<file path="src/rtl/pasp_pkg.sv">
package pasp_pkg;
   // Command encodings on the link
   typedef enum logic [2:0] {
      PASP_CMD_NOP,
      PASP_CMD_ACT,
      PASP_CMD_RD,
      PASP_CMD_WR,
      PASP_CMD_MWR,
      PASP_CMD_PRE,
      PASP_CMD_PREA
   } pasp_cmd_t;

   localparam int unsigned PASP_BANKS     = 8;
   localparam int unsigned PASP_BA_W      = 3;
   localparam int unsigned PASP_CNT_W     = 8;
   localparam int unsigned PASP_MR_W      = 8;

   // Clock and picosecond timings
   localparam int unsigned PASP_TCK_PS    = 50000;
   localparam int unsigned PASP_TWR_PS    = 18000;
   localparam int unsigned PASP_TRPPB_PS  = 18000;
   localparam int unsigned PASP_TWTR_PS   = 10000;
   localparam int unsigned PASP_TRTP_PS   = 7500;

   function automatic int unsigned pasp_ru(input int unsigned ps);
      int unsigned c;
      c = (ps + PASP_TCK_PS - 1) / PASP_TCK_PS;
      return (c < 1) ? 1 : c;
   endfunction

   localparam int unsigned PASP_TWR_CK    = pasp_ru(PASP_TWR_PS);
   localparam int unsigned PASP_TRPPB_CK  = pasp_ru(PASP_TRPPB_PS);
   localparam int unsigned PASP_TWTR_CK   = pasp_ru(PASP_TWTR_PS);
   localparam int unsigned PASP_TRTP_CK   = pasp_ru(PASP_TRTP_PS);

   localparam int unsigned PASP_PRE_PRE   = 4;
   localparam int unsigned PASP_BL32_XTRA = 8;
   localparam int unsigned PASP_BL16      = 16;
   localparam int unsigned PASP_BL32      = 32;

   // Mode register bits
   localparam int unsigned PASP_MR1_WPRE_BIT = 2;
   localparam int unsigned PASP_MR1_RPST_BIT = 7;

   // APB register map of the controller end
   localparam logic [7:0] PASP_REG_CMD    = 8'h00;
   localparam logic [7:0] PASP_REG_STAT   = 8'h04;
   localparam logic [7:0] PASP_REG_TIMA   = 8'h08;
   localparam logic [7:0] PASP_REG_TIMB   = 8'h0C;
   localparam logic [7:0] PASP_REG_MODE   = 8'h10;

   // CMD register fields
   localparam int unsigned PASP_F_CMD_LSB = 0;
   localparam int unsigned PASP_F_BA_LSB  = 4;
   localparam int unsigned PASP_F_AP_BIT  = 8;

   // Reset values
   // WL, nWR and nRTP here must agree with the device end's parameters
   localparam logic [31:0] PASP_TIMA_RST  = 32'h0006_0803;
   localparam logic [31:0] PASP_TIMB_RST  = 32'h0000_0003;
   localparam logic [31:0] PASP_MODE_RST  = 32'h0000_0000;
endpackage

</file>
<file path="src/rtl/pasp_if.sv">
`timescale 1ns/1ps
interface pasp_if;
   import pasp_pkg::*;
   logic [2:0]           cmd;
   logic [PASP_BA_W-1:0] ba;
   logic                 ap;
   logic                 bl32;
   logic                 busy;
   logic                 viol;
   logic [PASP_BANKS-1:0] pre_start;

   modport ctrl (output cmd, ba, ap, bl32, input busy, viol, pre_start);
   modport dev  (input cmd, ba, ap, bl32, output busy, viol, pre_start);
endinterface

</file>
<file path="src/rtl/pasp_ctrl.sv">
// Chosen here: the register offsets and the APB interface to the registers.
`timescale 1ns/1ps
module pasp_ctrl (
   // Clock and reset
   input  wire logic                 CLK_SYS_IN,
   input  wire logic                 RESET_N_IN,
   // APB slave
   input  wire logic                 PSEL_IN,
   input  wire logic                 PENABLE_IN,
   input  wire logic                 PWRITE_IN,
   input  wire logic [7:0]           PADDR_IN,
   input  wire logic [31:0]          PWDATA_IN,
   output logic [31:0]               PRDATA_OUT,
   output logic                      PREADY_OUT,
   output logic                      PSLVERR_OUT,
   // Link
   pasp_if.ctrl                      LINK,
   // Mode register copy driven to device
   output logic [7:0]                MR1_OUT
);
   import pasp_pkg::*;

   typedef enum logic [1:0] {PASP_S_IDLE, PASP_S_WAIT, PASP_S_ISSUE} pasp_st_t;

   logic [31:0]            tima_ff;
   logic [31:0]            timb_ff;
   logic [31:0]            mode_ff;
   logic [8:0]             req_ff;
   pasp_st_t               st_ff;
   logic [PASP_CNT_W-1:0]  same_ff [PASP_BANKS];
   logic [PASP_CNT_W-1:0]  act_ff  [PASP_BANKS];
   logic [PASP_CNT_W-1:0]  rd_oth_ff;
   logic [PASP_CNT_W-1:0]  wr_oth_ff;
   logic [PASP_CNT_W-1:0]  pre_ff;
   logic [2:0]             cmd_ff;
   logic [PASP_BA_W-1:0]   ba_ff;
   logic                   ap_ff;
   logic                   rej_ff;
   logic [31:0]            rdata_ff;
   logic                   ready_ff;
   logic                   slverr_ff;

   // Timing fields: TIMA = {RL, WL, nWR, nRTP}, TIMB = {ODTLon, tODTon, tDQSCK}
   logic [7:0] f_wl, f_nwr, f_nrtp, f_rl, f_dqsck, f_odton, f_odtlon;
   assign f_nrtp   = tima_ff[7:0];
   assign f_nwr    = tima_ff[15:8];
   assign f_wl     = tima_ff[23:16];
   assign f_rl     = tima_ff[31:24];
   assign f_dqsck  = timb_ff[7:0];
   assign f_odton  = timb_ff[15:8];
   assign f_odtlon = timb_ff[23:16];

   logic bl32, odt_en, wpre2, rpst15;
   assign bl32   = mode_ff[0];
   assign odt_en = mode_ff[1];
   assign wpre2  = mode_ff[8 + PASP_MR1_WPRE_BIT];
   assign rpst15 = mode_ff[8 + PASP_MR1_RPST_BIT];

   logic [7:0] half_bl, wr_ap_pre, rd_ap_pre, rd2wr, wtr_ck, rpst_ck, wpre_ck;
   assign half_bl   = bl32 ? 8'(PASP_BL32 / 2) : 8'(PASP_BL16 / 2);
   assign wtr_ck    = 8'(PASP_TWTR_CK);
   assign rpst_ck   = rpst15 ? 8'h02 : 8'h01;
   assign wpre_ck   = wpre2 ? 8'h02 : 8'h01;
   assign wr_ap_pre = f_wl + half_bl + f_nwr + 8'h01;
   assign rd_ap_pre = f_nrtp + (bl32 ? 8'(PASP_BL32_XTRA) : 8'h00);
   assign rd2wr     = odt_en ?
                      f_rl + f_dqsck + half_bl + rpst_ck - f_odtlon - f_odton + 8'h01 :
                      f_rl + f_dqsck + half_bl + rpst_ck - f_wl + wpre_ck;

   function automatic logic [7:0] pasp_max(input logic [7:0] a, input logic [7:0] b);
      return (a > b) ? a : b;
   endfunction

   // Request decode
   pasp_cmd_t            r_cmd;
   logic [PASP_BA_W-1:0] r_ba;
   logic                 r_ap, r_wr, r_rd, r_pre, r_ok, r_bad;
   // Banks still inside a same-bank lockout; precharge-all must wait for all of them
   wire  [PASP_BANKS-1:0] same_nz;
   assign r_cmd = pasp_cmd_t'(req_ff[2:0]);
   assign r_ba  = req_ff[PASP_F_BA_LSB +: PASP_BA_W];
   assign r_ap  = req_ff[PASP_F_AP_BIT];
   assign r_wr  = (r_cmd == PASP_CMD_WR) || (r_cmd == PASP_CMD_MWR);
   assign r_rd  = (r_cmd == PASP_CMD_RD);
   assign r_pre = (r_cmd == PASP_CMD_PRE) || (r_cmd == PASP_CMD_PREA);
   // Write-then-read-AP must cover write recovery
   logic wr_rec_ok;
   assign wr_rec_ok = (wtr_ck + f_nrtp + (bl32 ? 8'(PASP_BL32_XTRA) : 8'h00))
                      >= 8'(PASP_TWR_CK);
   assign r_bad = r_rd && r_ap && !wr_rec_ok;
   assign r_ok  = (same_ff[r_ba] == 8'h00)
               && !(r_cmd == PASP_CMD_ACT && act_ff[r_ba] != 8'h00)
               && !(r_rd && rd_oth_ff != 8'h00)
               && !(r_wr && wr_oth_ff != 8'h00)
               && !(r_pre && pre_ff != 8'h00)
               && !(r_cmd == PASP_CMD_PREA && same_nz != 8'h00)
               && !LINK.busy;

   logic issue;
   assign issue = (st_ff == PASP_S_WAIT) && r_ok && !r_bad;

   always_ff @(posedge CLK_SYS_IN or negedge RESET_N_IN) begin
      if (!RESET_N_IN) begin
         st_ff <= PASP_S_IDLE;
         rej_ff <= 1'b0;
      end else begin
         case (st_ff)
            PASP_S_IDLE: if (PSEL_IN && PENABLE_IN && PWRITE_IN && PADDR_IN == PASP_REG_CMD)
                            st_ff <= PASP_S_WAIT;
            PASP_S_WAIT: begin
               if (r_bad) begin
                  rej_ff <= 1'b1;
                  st_ff  <= PASP_S_IDLE;
               end else if (r_ok) begin
                  rej_ff <= 1'b0;
                  st_ff  <= PASP_S_ISSUE;
               end
            end
            PASP_S_ISSUE: st_ff <= PASP_S_IDLE;
            default: st_ff <= PASP_S_IDLE;
         endcase
      end
   end

   // Global spacing counters
   always_ff @(posedge CLK_SYS_IN or negedge RESET_N_IN) begin
      if (!RESET_N_IN) begin
         rd_oth_ff <= 8'h00;
         wr_oth_ff <= 8'h00;
         pre_ff    <= 8'h00;
      end else begin
         rd_oth_ff <= (rd_oth_ff != 8'h00) ? rd_oth_ff - 8'h01 : 8'h00;
         wr_oth_ff <= (wr_oth_ff != 8'h00) ? wr_oth_ff - 8'h01 : 8'h00;
         pre_ff    <= (pre_ff != 8'h00) ? pre_ff - 8'h01 : 8'h00;
         if (issue && r_pre)
            pre_ff <= 8'(PASP_PRE_PRE - 1);
         if (issue && r_wr) begin
            wr_oth_ff <= half_bl - 8'h01;
            rd_oth_ff <= f_wl + half_bl + wtr_ck;
         end
         if (issue && r_rd) begin
            rd_oth_ff <= half_bl - 8'h01;
            wr_oth_ff <= pasp_max(rd2wr, 8'h01) - 8'h01;
         end
      end
   end

   // Per-bank timers: same-bank lockout and activate lockout
   for (genvar b = 0; b < PASP_BANKS; b++) begin : g_bank
      logic hit;
      assign hit = (r_ba == PASP_BA_W'(b));
      assign same_nz[b] = (same_ff[b] != 8'h00);
      always_ff @(posedge CLK_SYS_IN or negedge RESET_N_IN) begin
         if (!RESET_N_IN) begin
            same_ff[b] <= 8'h00;
            act_ff[b]  <= 8'h00;
         end else begin
            same_ff[b] <= (same_ff[b] != 8'h00) ? same_ff[b] - 8'h01 : 8'h00;
            act_ff[b]  <= (act_ff[b] != 8'h00) ? act_ff[b] - 8'h01 : 8'h00;
            if (issue && hit && (r_wr || r_rd) && r_ap) begin
               same_ff[b] <= (r_wr ? wr_ap_pre : rd_ap_pre) - 8'h01;
               act_ff[b]  <= (r_wr ? wr_ap_pre : rd_ap_pre)
                             + 8'(PASP_TRPPB_CK) - 8'h01;
            end
            if (issue && r_pre && (hit || r_cmd == PASP_CMD_PREA))
               act_ff[b] <= 8'(PASP_TRPPB_CK) - 8'h01;
         end
      end
   end

   // Link drive and APB registers
   always_ff @(posedge CLK_SYS_IN or negedge RESET_N_IN) begin
      if (!RESET_N_IN) begin
         cmd_ff <= 3'h0;
         ba_ff  <= 3'h0;
         ap_ff  <= 1'b0;
      end else begin
         cmd_ff <= issue ? req_ff[2:0] : 3'h0;
         ba_ff  <= issue ? r_ba : ba_ff;
         ap_ff  <= issue & r_ap;
      end
   end

   logic acc, wr_en;
   assign acc   = PSEL_IN && PENABLE_IN;
   assign wr_en = acc && PWRITE_IN;

   always_ff @(posedge CLK_SYS_IN or negedge RESET_N_IN) begin
      if (!RESET_N_IN) begin
         tima_ff <= PASP_TIMA_RST;
         timb_ff <= PASP_TIMB_RST;
         mode_ff <= PASP_MODE_RST;
         req_ff  <= 9'h000;
      end else if (wr_en) begin
         case (PADDR_IN)
            PASP_REG_CMD:  if (st_ff == PASP_S_IDLE) req_ff <= PWDATA_IN[8:0];
            PASP_REG_TIMA: tima_ff <= PWDATA_IN;
            PASP_REG_TIMB: timb_ff <= PWDATA_IN;
            PASP_REG_MODE: mode_ff <= PWDATA_IN;
            default: ;
         endcase
      end
   end

   logic        map_ok;
   logic [31:0] rmux;
   assign map_ok = (PADDR_IN == PASP_REG_CMD) || (PADDR_IN == PASP_REG_STAT) ||
                   (PADDR_IN == PASP_REG_TIMA) || (PADDR_IN == PASP_REG_TIMB) ||
                   (PADDR_IN == PASP_REG_MODE);
   assign rmux = (PADDR_IN == PASP_REG_CMD)  ? {23'h000000, req_ff} :
                 (PADDR_IN == PASP_REG_STAT) ? {28'h0000000, LINK.viol, rej_ff,
                                                LINK.busy, st_ff != PASP_S_IDLE} :
                 (PADDR_IN == PASP_REG_TIMA) ? tima_ff :
                 (PADDR_IN == PASP_REG_TIMB) ? timb_ff :
                 (PADDR_IN == PASP_REG_MODE) ? mode_ff : 32'h00000000;

   always_ff @(posedge CLK_SYS_IN or negedge RESET_N_IN) begin
      if (!RESET_N_IN) begin
         rdata_ff  <= 32'h00000000;
         ready_ff  <= 1'b0;
         slverr_ff <= 1'b0;
         MR1_OUT   <= 8'h00;
      end else begin
         ready_ff  <= PSEL_IN && !PENABLE_IN;
         slverr_ff <= PSEL_IN && !PENABLE_IN && !map_ok;
         rdata_ff  <= rmux;
         MR1_OUT   <= mode_ff[15:8];
      end
   end

   assign PRDATA_OUT  = rdata_ff;
   assign PREADY_OUT  = ready_ff;
   assign PSLVERR_OUT = slverr_ff;
   assign LINK.cmd    = cmd_ff;
   assign LINK.ba     = ba_ff;
   assign LINK.ap     = ap_ff;
   assign LINK.bl32   = bl32;
endmodule

</file>
<file path="src/flat_wrapper.sv">
// flat-port wrapper written by rule: the top's interface ports become plain ports
module pasp_ctrl_flat import pasp_pkg::*;
  (CLK_SYS_IN, RESET_N_IN, PSEL_IN, PENABLE_IN, PWRITE_IN, PADDR_IN, PWDATA_IN, PRDATA_OUT, PREADY_OUT, PSLVERR_OUT, MR1_OUT, LINK_cmd, LINK_ba, LINK_ap, LINK_bl32, LINK_busy, LINK_viol, LINK_pre_start);
  pasp_if LINK_i ();
  input  wire logic CLK_SYS_IN;
  input  wire logic RESET_N_IN;
  input  wire logic PSEL_IN;
  input  wire logic PENABLE_IN;
  input  wire logic PWRITE_IN;
  input  wire logic [7:0] PADDR_IN;
  input  wire logic [31:0] PWDATA_IN;
  output logic [31:0] PRDATA_OUT;
  output logic PREADY_OUT;
  output logic PSLVERR_OUT;
  output logic [7:0] MR1_OUT;
  output wire logic [$bits(LINK_i.cmd)-1:0] LINK_cmd;
  output wire logic [$bits(LINK_i.ba)-1:0] LINK_ba;
  output wire logic [$bits(LINK_i.ap)-1:0] LINK_ap;
  output wire logic [$bits(LINK_i.bl32)-1:0] LINK_bl32;
  input wire logic [$bits(LINK_i.busy)-1:0] LINK_busy;
  input wire logic [$bits(LINK_i.viol)-1:0] LINK_viol;
  input wire logic [$bits(LINK_i.pre_start)-1:0] LINK_pre_start;
  assign LINK_cmd = LINK_i.cmd;
  assign LINK_ba = LINK_i.ba;
  assign LINK_ap = LINK_i.ap;
  assign LINK_bl32 = LINK_i.bl32;
  assign LINK_i.busy = LINK_busy;
  assign LINK_i.viol = LINK_viol;
  assign LINK_i.pre_start = LINK_pre_start;
  pasp_ctrl u_core (.CLK_SYS_IN(CLK_SYS_IN), .RESET_N_IN(RESET_N_IN), .PSEL_IN(PSEL_IN), .PENABLE_IN(PENABLE_IN), .PWRITE_IN(PWRITE_IN), .PADDR_IN(PADDR_IN), .PWDATA_IN(PWDATA_IN), .PRDATA_OUT(PRDATA_OUT), .PREADY_OUT(PREADY_OUT), .PSLVERR_OUT(PSLVERR_OUT), .LINK(LINK_i), .MR1_OUT(MR1_OUT));
endmodule
</file>
<file path="config.mk">
export PLATFORM = sky130hd
export DESIGN_NAME = pasp_ctrl_flat
export DESIGN_NICKNAME = d
export VERILOG_FILES = /design/src/rtl/pasp_pkg.sv /design/src/rtl/pasp_if.sv /design/src/rtl/pasp_ctrl.sv /design/src/flat_wrapper.sv
export SDC_FILE = /design/constraint.sdc
export NUM_CORES = 1
export LEC_CHECK = 0
export ABC_AREA = 1
export BUFFER_PORTS_ARGS = -buffer_cell sky130_fd_sc_hd__buf_2
export CAP_MARGIN = 5
export CELL_PAD_IN_SITES_DETAIL_PLACEMENT = 1
export CELL_PAD_IN_SITES_GLOBAL_PLACEMENT = 2
export CORE_MARGIN = 2
export CORE_UTILIZATION = 37
export CTS_CLUSTER_SIZE = 10
export DETAILED_ROUTE_END_ITERATION = 16
export GPL_TIMING_DRIVEN = 0
export PLACE_DENSITY_LB_ADDON = 0.1
export SLEW_MARGIN = 20
export SYNTH_ARGS = -nofsm -noshare
export SYNTH_HDL_FRONTEND = slang
export SYNTH_SLANG_ARGS = --single-unit
</file>
<file path="constraint.sdc">
create_clock -name CLK_SYS_IN -period 6.65 [get_ports CLK_SYS_IN]
set_input_delay 0.665 -clock CLK_SYS_IN [delete_from_list [all_inputs] [get_ports CLK_SYS_IN]]
set_output_delay 0.665 -clock CLK_SYS_IN [all_outputs]
set_load 0.05 [all_outputs]
</file>
==> flow_metrics.env <==
export IMPL_grt_pass1_vias=18000
export IMPL_worstSetupStartpointType="flip-flop"
export IMPL_hold_viol=0
export IMPL_cp_common_cell="nand2_1"
export IMPL_drc=0
export IMPL_yosysTopAreaCell="dfrtp_1"
export IMPL_syn_area_mm2=0.0189
export IMPL_rows=82
export IMPL_leakagePower_nw=11.2
export IMPL_cp_slowest_cell="dfrtp_2"
export IMPL_ir_worst_vdd_v=0.000187
export IMPL_p_comb_frac=0.084
export IMPL_firstDrtPassIters=4
export IMPL_core_area_mm2=0.0503
export IMPL_setup_viol=0
export IMPL_yosysTopAreaCellShare=0.400
export IMPL_synth_seq_area_share=0.409
export IMPL_grt_max_degree=94
export IMPL_io_pins=105
export IMPL_ys_types=59
export IMPL_pre_cts_slack_ns=0.106
export IMPL_cts_inserted_buffers=41
export IMPL_cts_sinks=309
export IMPL_fillCellCount=6305
export IMPL_grt_usage=0.249
export IMPL_cts_hold_buf=0
export IMPL_async_flop_share=1.00
export IMPL_cp_required_ns=7.09
export IMPL_netSwitchingFraction=0.260
export IMPL_die_area_mm2=0.0529
export IMPL_antenna_found_initial=0
export IMPL_skew_ns=0.0221
export IMPL_synth_top_family_by_area="simple AND/OR/NAND/NOR gates"
export IMPL_io_buffers=96
export IMPL_ant_nets=0
export IMPL_worstMarginPinSlew_ns=1.19
export IMPL_die_w_um=230
export IMPL_synth_edf_count=0
export IMPL_synth_fa_ha_area_frac=0.0682
export IMPL_cts_max_path_buffers=3
export IMPL_gr_total_overflow=0
export IMPL_viasPerCell=5.16
export IMPL_die_h_um=230
export IMPL_avgSynthCellArea_um2=7.69
export IMPL_area_growth_pct=14.7
export IMPL_synthSimpleGateAreaFrac=0.284
export IMPL_synth_top_flop_cell="dfrtp_1"
export IMPL_wl_per_cell_um=19.6
export IMPL_initial_core_util=0.376
export IMPL_clk_latency_ns=0.58
export IMPL_status="finished clean"
export IMPL_drive_gt1_frac=0.105
export IMPL_power_density_mw_per_mm2=207
export IMPL_seqPwrFrac=0.428
export IMPL_crit_fanout=7
export IMPL_clockPowerShare=0.488
export IMPL_utilization=0.431
export IMPL_crit_path_end_kind="flip-flop"
export IMPL_synth_seq_cells=309
export IMPL_syn_nets=2608
export IMPL_internal_power_mw=3.32
export IMPL_routed_wl_um=64900
export IMPL_cts_root_buffer="clkbuf_16"
export IMPL_finalNetCount=2753
export IMPL_synthTopCellsByArea="dfrtp_1, nand2_1, inv_1"
export IMPL_setup_slack_ns=0.440
export IMPL_htreeDepth=2
export IMPL_critPathArrivalTime_ns=6.65
export IMPL_hold_slack_ns=0.0177
export IMPL_globalplace_congestion=0.851
export IMPL_power_total_mw=4.49
export IMPL_synth_compound_area_frac=0.113
export IMPL_diodes=0
export IMPL_postSynthCellCount=2459
export IMPL_cts_tree="built"
export IMPL_p_sw_mw=1.17
export IMPL_hp_class="input port to asynchronous set/reset pin"
export IMPL_path_class="flip-flop to flip-flop"
export IMPL_grt_setup_unrepaired="no"
export IMPL_max_slew_margin=0.205
export IMPL_fmax_mhz=161
export IMPL_clkSlewWorstSetupHoldPaths_ns=0.06
export IMPL_drv_cap=0
export IMPL_route_vias_total=17100
export IMPL_drtIter0Drc=881
export IMPL_hpwl_um=49100
export IMPL_grt_pass1_wl_um=103000
export IMPL_maxSlewViolCount=0
export IMPL_synth_mux_area_frac=0.000529
export IMPL_ys_warn_count=0
export IMPL_synth_xor_area_share=0.0379
export IMPL_fin_crit_sh=0.934
export IMPL_max_stage_delay_ns=0.57
export IMPL_finalCriticalPeriod_ns=6.21
==> cells in the mapped netlist, types with 28 or more instances <==
master      n
nand2_1   582
nand4_1    98
xor2_1     52
o21ai_0   190
nor2_1    270
a21oi_1    69
ha_1       79
o21ai_1    40
nor3_1     40
clkbuf_1   42
dfrtp_1   302
xnor2_1    28
nand3_1   132
inv_1     325
==> worst max-delay path: cells and delay by family, from the launching register on <==
| kind | cells | cell delay, ns |
|---|---|---|
| fa+ha+maj | 6 | 2.29 |
| xor+xnor | 2 | 0.39 |
| compound gates | 4 | 0.68 |
| simple gates | 15 | 1.82 |
| flops | 1 | 0.57 |
| buf+inv | 2 | 0.28 |
==> layout make-up <==
cell class / count / area [um^2] / area share
Inverter: 335 / 1270 / 0.0584
Timing Repair Buffer: 102 / 599 / 0.0276
Tap cell: 672 / 841 / 0.0388
Multi-Input combinational cell: 1741 / 9520 / 0.439
Buffer: 74 / 393 / 0.0181
Clock buffer: 67 / 1190 / 0.0551
Clock inverter: 8 / 116 / 0.00537
Sequential cell: 309 / 7740 / 0.357
==> cells by family after synthesis <==
| family | Yosys count |
|---|---|
| and+or+nand+nor | 1197 |
| muxes | 1 |
| DFF | 309 |
| AOI/OAI and AO/OA | 368 |
| buffers and inverters | 409 |
| xor gates and xnor gates | 81 |
| adders and majority gates | 94 |
==> stage by stage <==
stage	setup TNS (ns)	cell area [um^2]	instances
after floorplan	0	18900	2459
after global placement	-433.10	20200	3227
after detailed placement	0	20300	3231
after CTS	0	21700	3306
after global routing	0	21700	3308
final	0	21700	3308
==> cells in the final DEF, fill, tap and decap left out, types with 41 or more instances in the layout <==
master	count
o21ai_0	190
buf_2	108
clkbuf_1	61
nand2_1	582
nand3_1	132
xor2_1	51
clkbuf_16	41
inv_1	324
ha_1	79
nor2_1	270
dfrtp_1	301
a21oi_1	69
nand4_1	98
==> repair_timing <==
| action | CTS | global route |
|---|---|---|
| setup buffers | 0 | 2 |
| setup endpoints to repair | 0 | 2 |
| gates resized for setup | 0 | 2 |
==> flip-flops by register name, indices dropped and copies added, names as in the netlist <==
register	cells
u_core.LINK.ap	1
u_core.LINK.ba	3
u_core.LINK.cmd	3
u_core.MR1_OUT	8
u_core.PRDATA_OUT	32
u_core.PREADY_OUT	1
u_core.PSLVERR_OUT	1
u_core.act_ff	64
u_core.mode_ff	32
u_core.pre_ff	8
u_core.rd_oth_ff	8
u_core.rej_ff	1
u_core.req_ff	9
u_core.same_ff	64
u_core.st_ff	2
u_core.tima_ff	32
u_core.timb_ff	32
u_core.wr_oth_ff	8
==> power groups by stage <==
stage / Clock, mW / Combinational, mW / Sequential, mW
after global placement: 0 / 0.361 / 1.95
final: 2.19 / 0.377 / 1.92
after floorplan: 0 / 0.208 / 1.95
after detailed placement: 0 / 0.379 / 1.95
after global routing: 2.33 / 0.424 / 1.92
after CTS: 2.26 / 0.383 / 1.92
==> final timing paths <==
path / start / end / slack [ns] / cells after the start
max: u_core.mode_ff[0]$_DFFE_PN0P_ / u_core.wr_oth_ff[6]$_DFF_PN0_ / 0.44 / 29
min: RESET_N_IN / u_core.same_ff[38]$_DFF_PN0_ / 0.02 / 1
max reg2reg: u_core.mode_ff[0]$_DFFE_PN0P_ / u_core.wr_oth_ff[6]$_DFF_PN0_ / 0.44 / 29
min reg2reg: u_core.mode_ff[13]$_DFFE_PN0P_ / u_core.MR1_OUT[5]$_DFF_PN0_ / 0.40 / 0
max in group asynchronous: RESET_N_IN / u_core.mode_ff[0]$_DFFE_PN0P_ / 5.34 / 3
min in group CLK_SYS_IN: PENABLE_IN / u_core.PREADY_OUT$_DFF_PN0_ / 0.27 / 2
==> metal layers <==
| metal | track usage | vias to the layer above | part of all wire |
|---|---|---|---|
| met3 | 0.0267 | 82 | 0.029 |
| met1 | 0.308 | 8434 | 0.44 |
| met4 | 0.0657 | 0 | 0.023 |
| li1 | - | 8303 | - |
| met5 | 0 | - | 0 |
| met2 | 0.459 | 239 | 0.51 |
No activity file was read; power rests on OpenSTA's default activity.
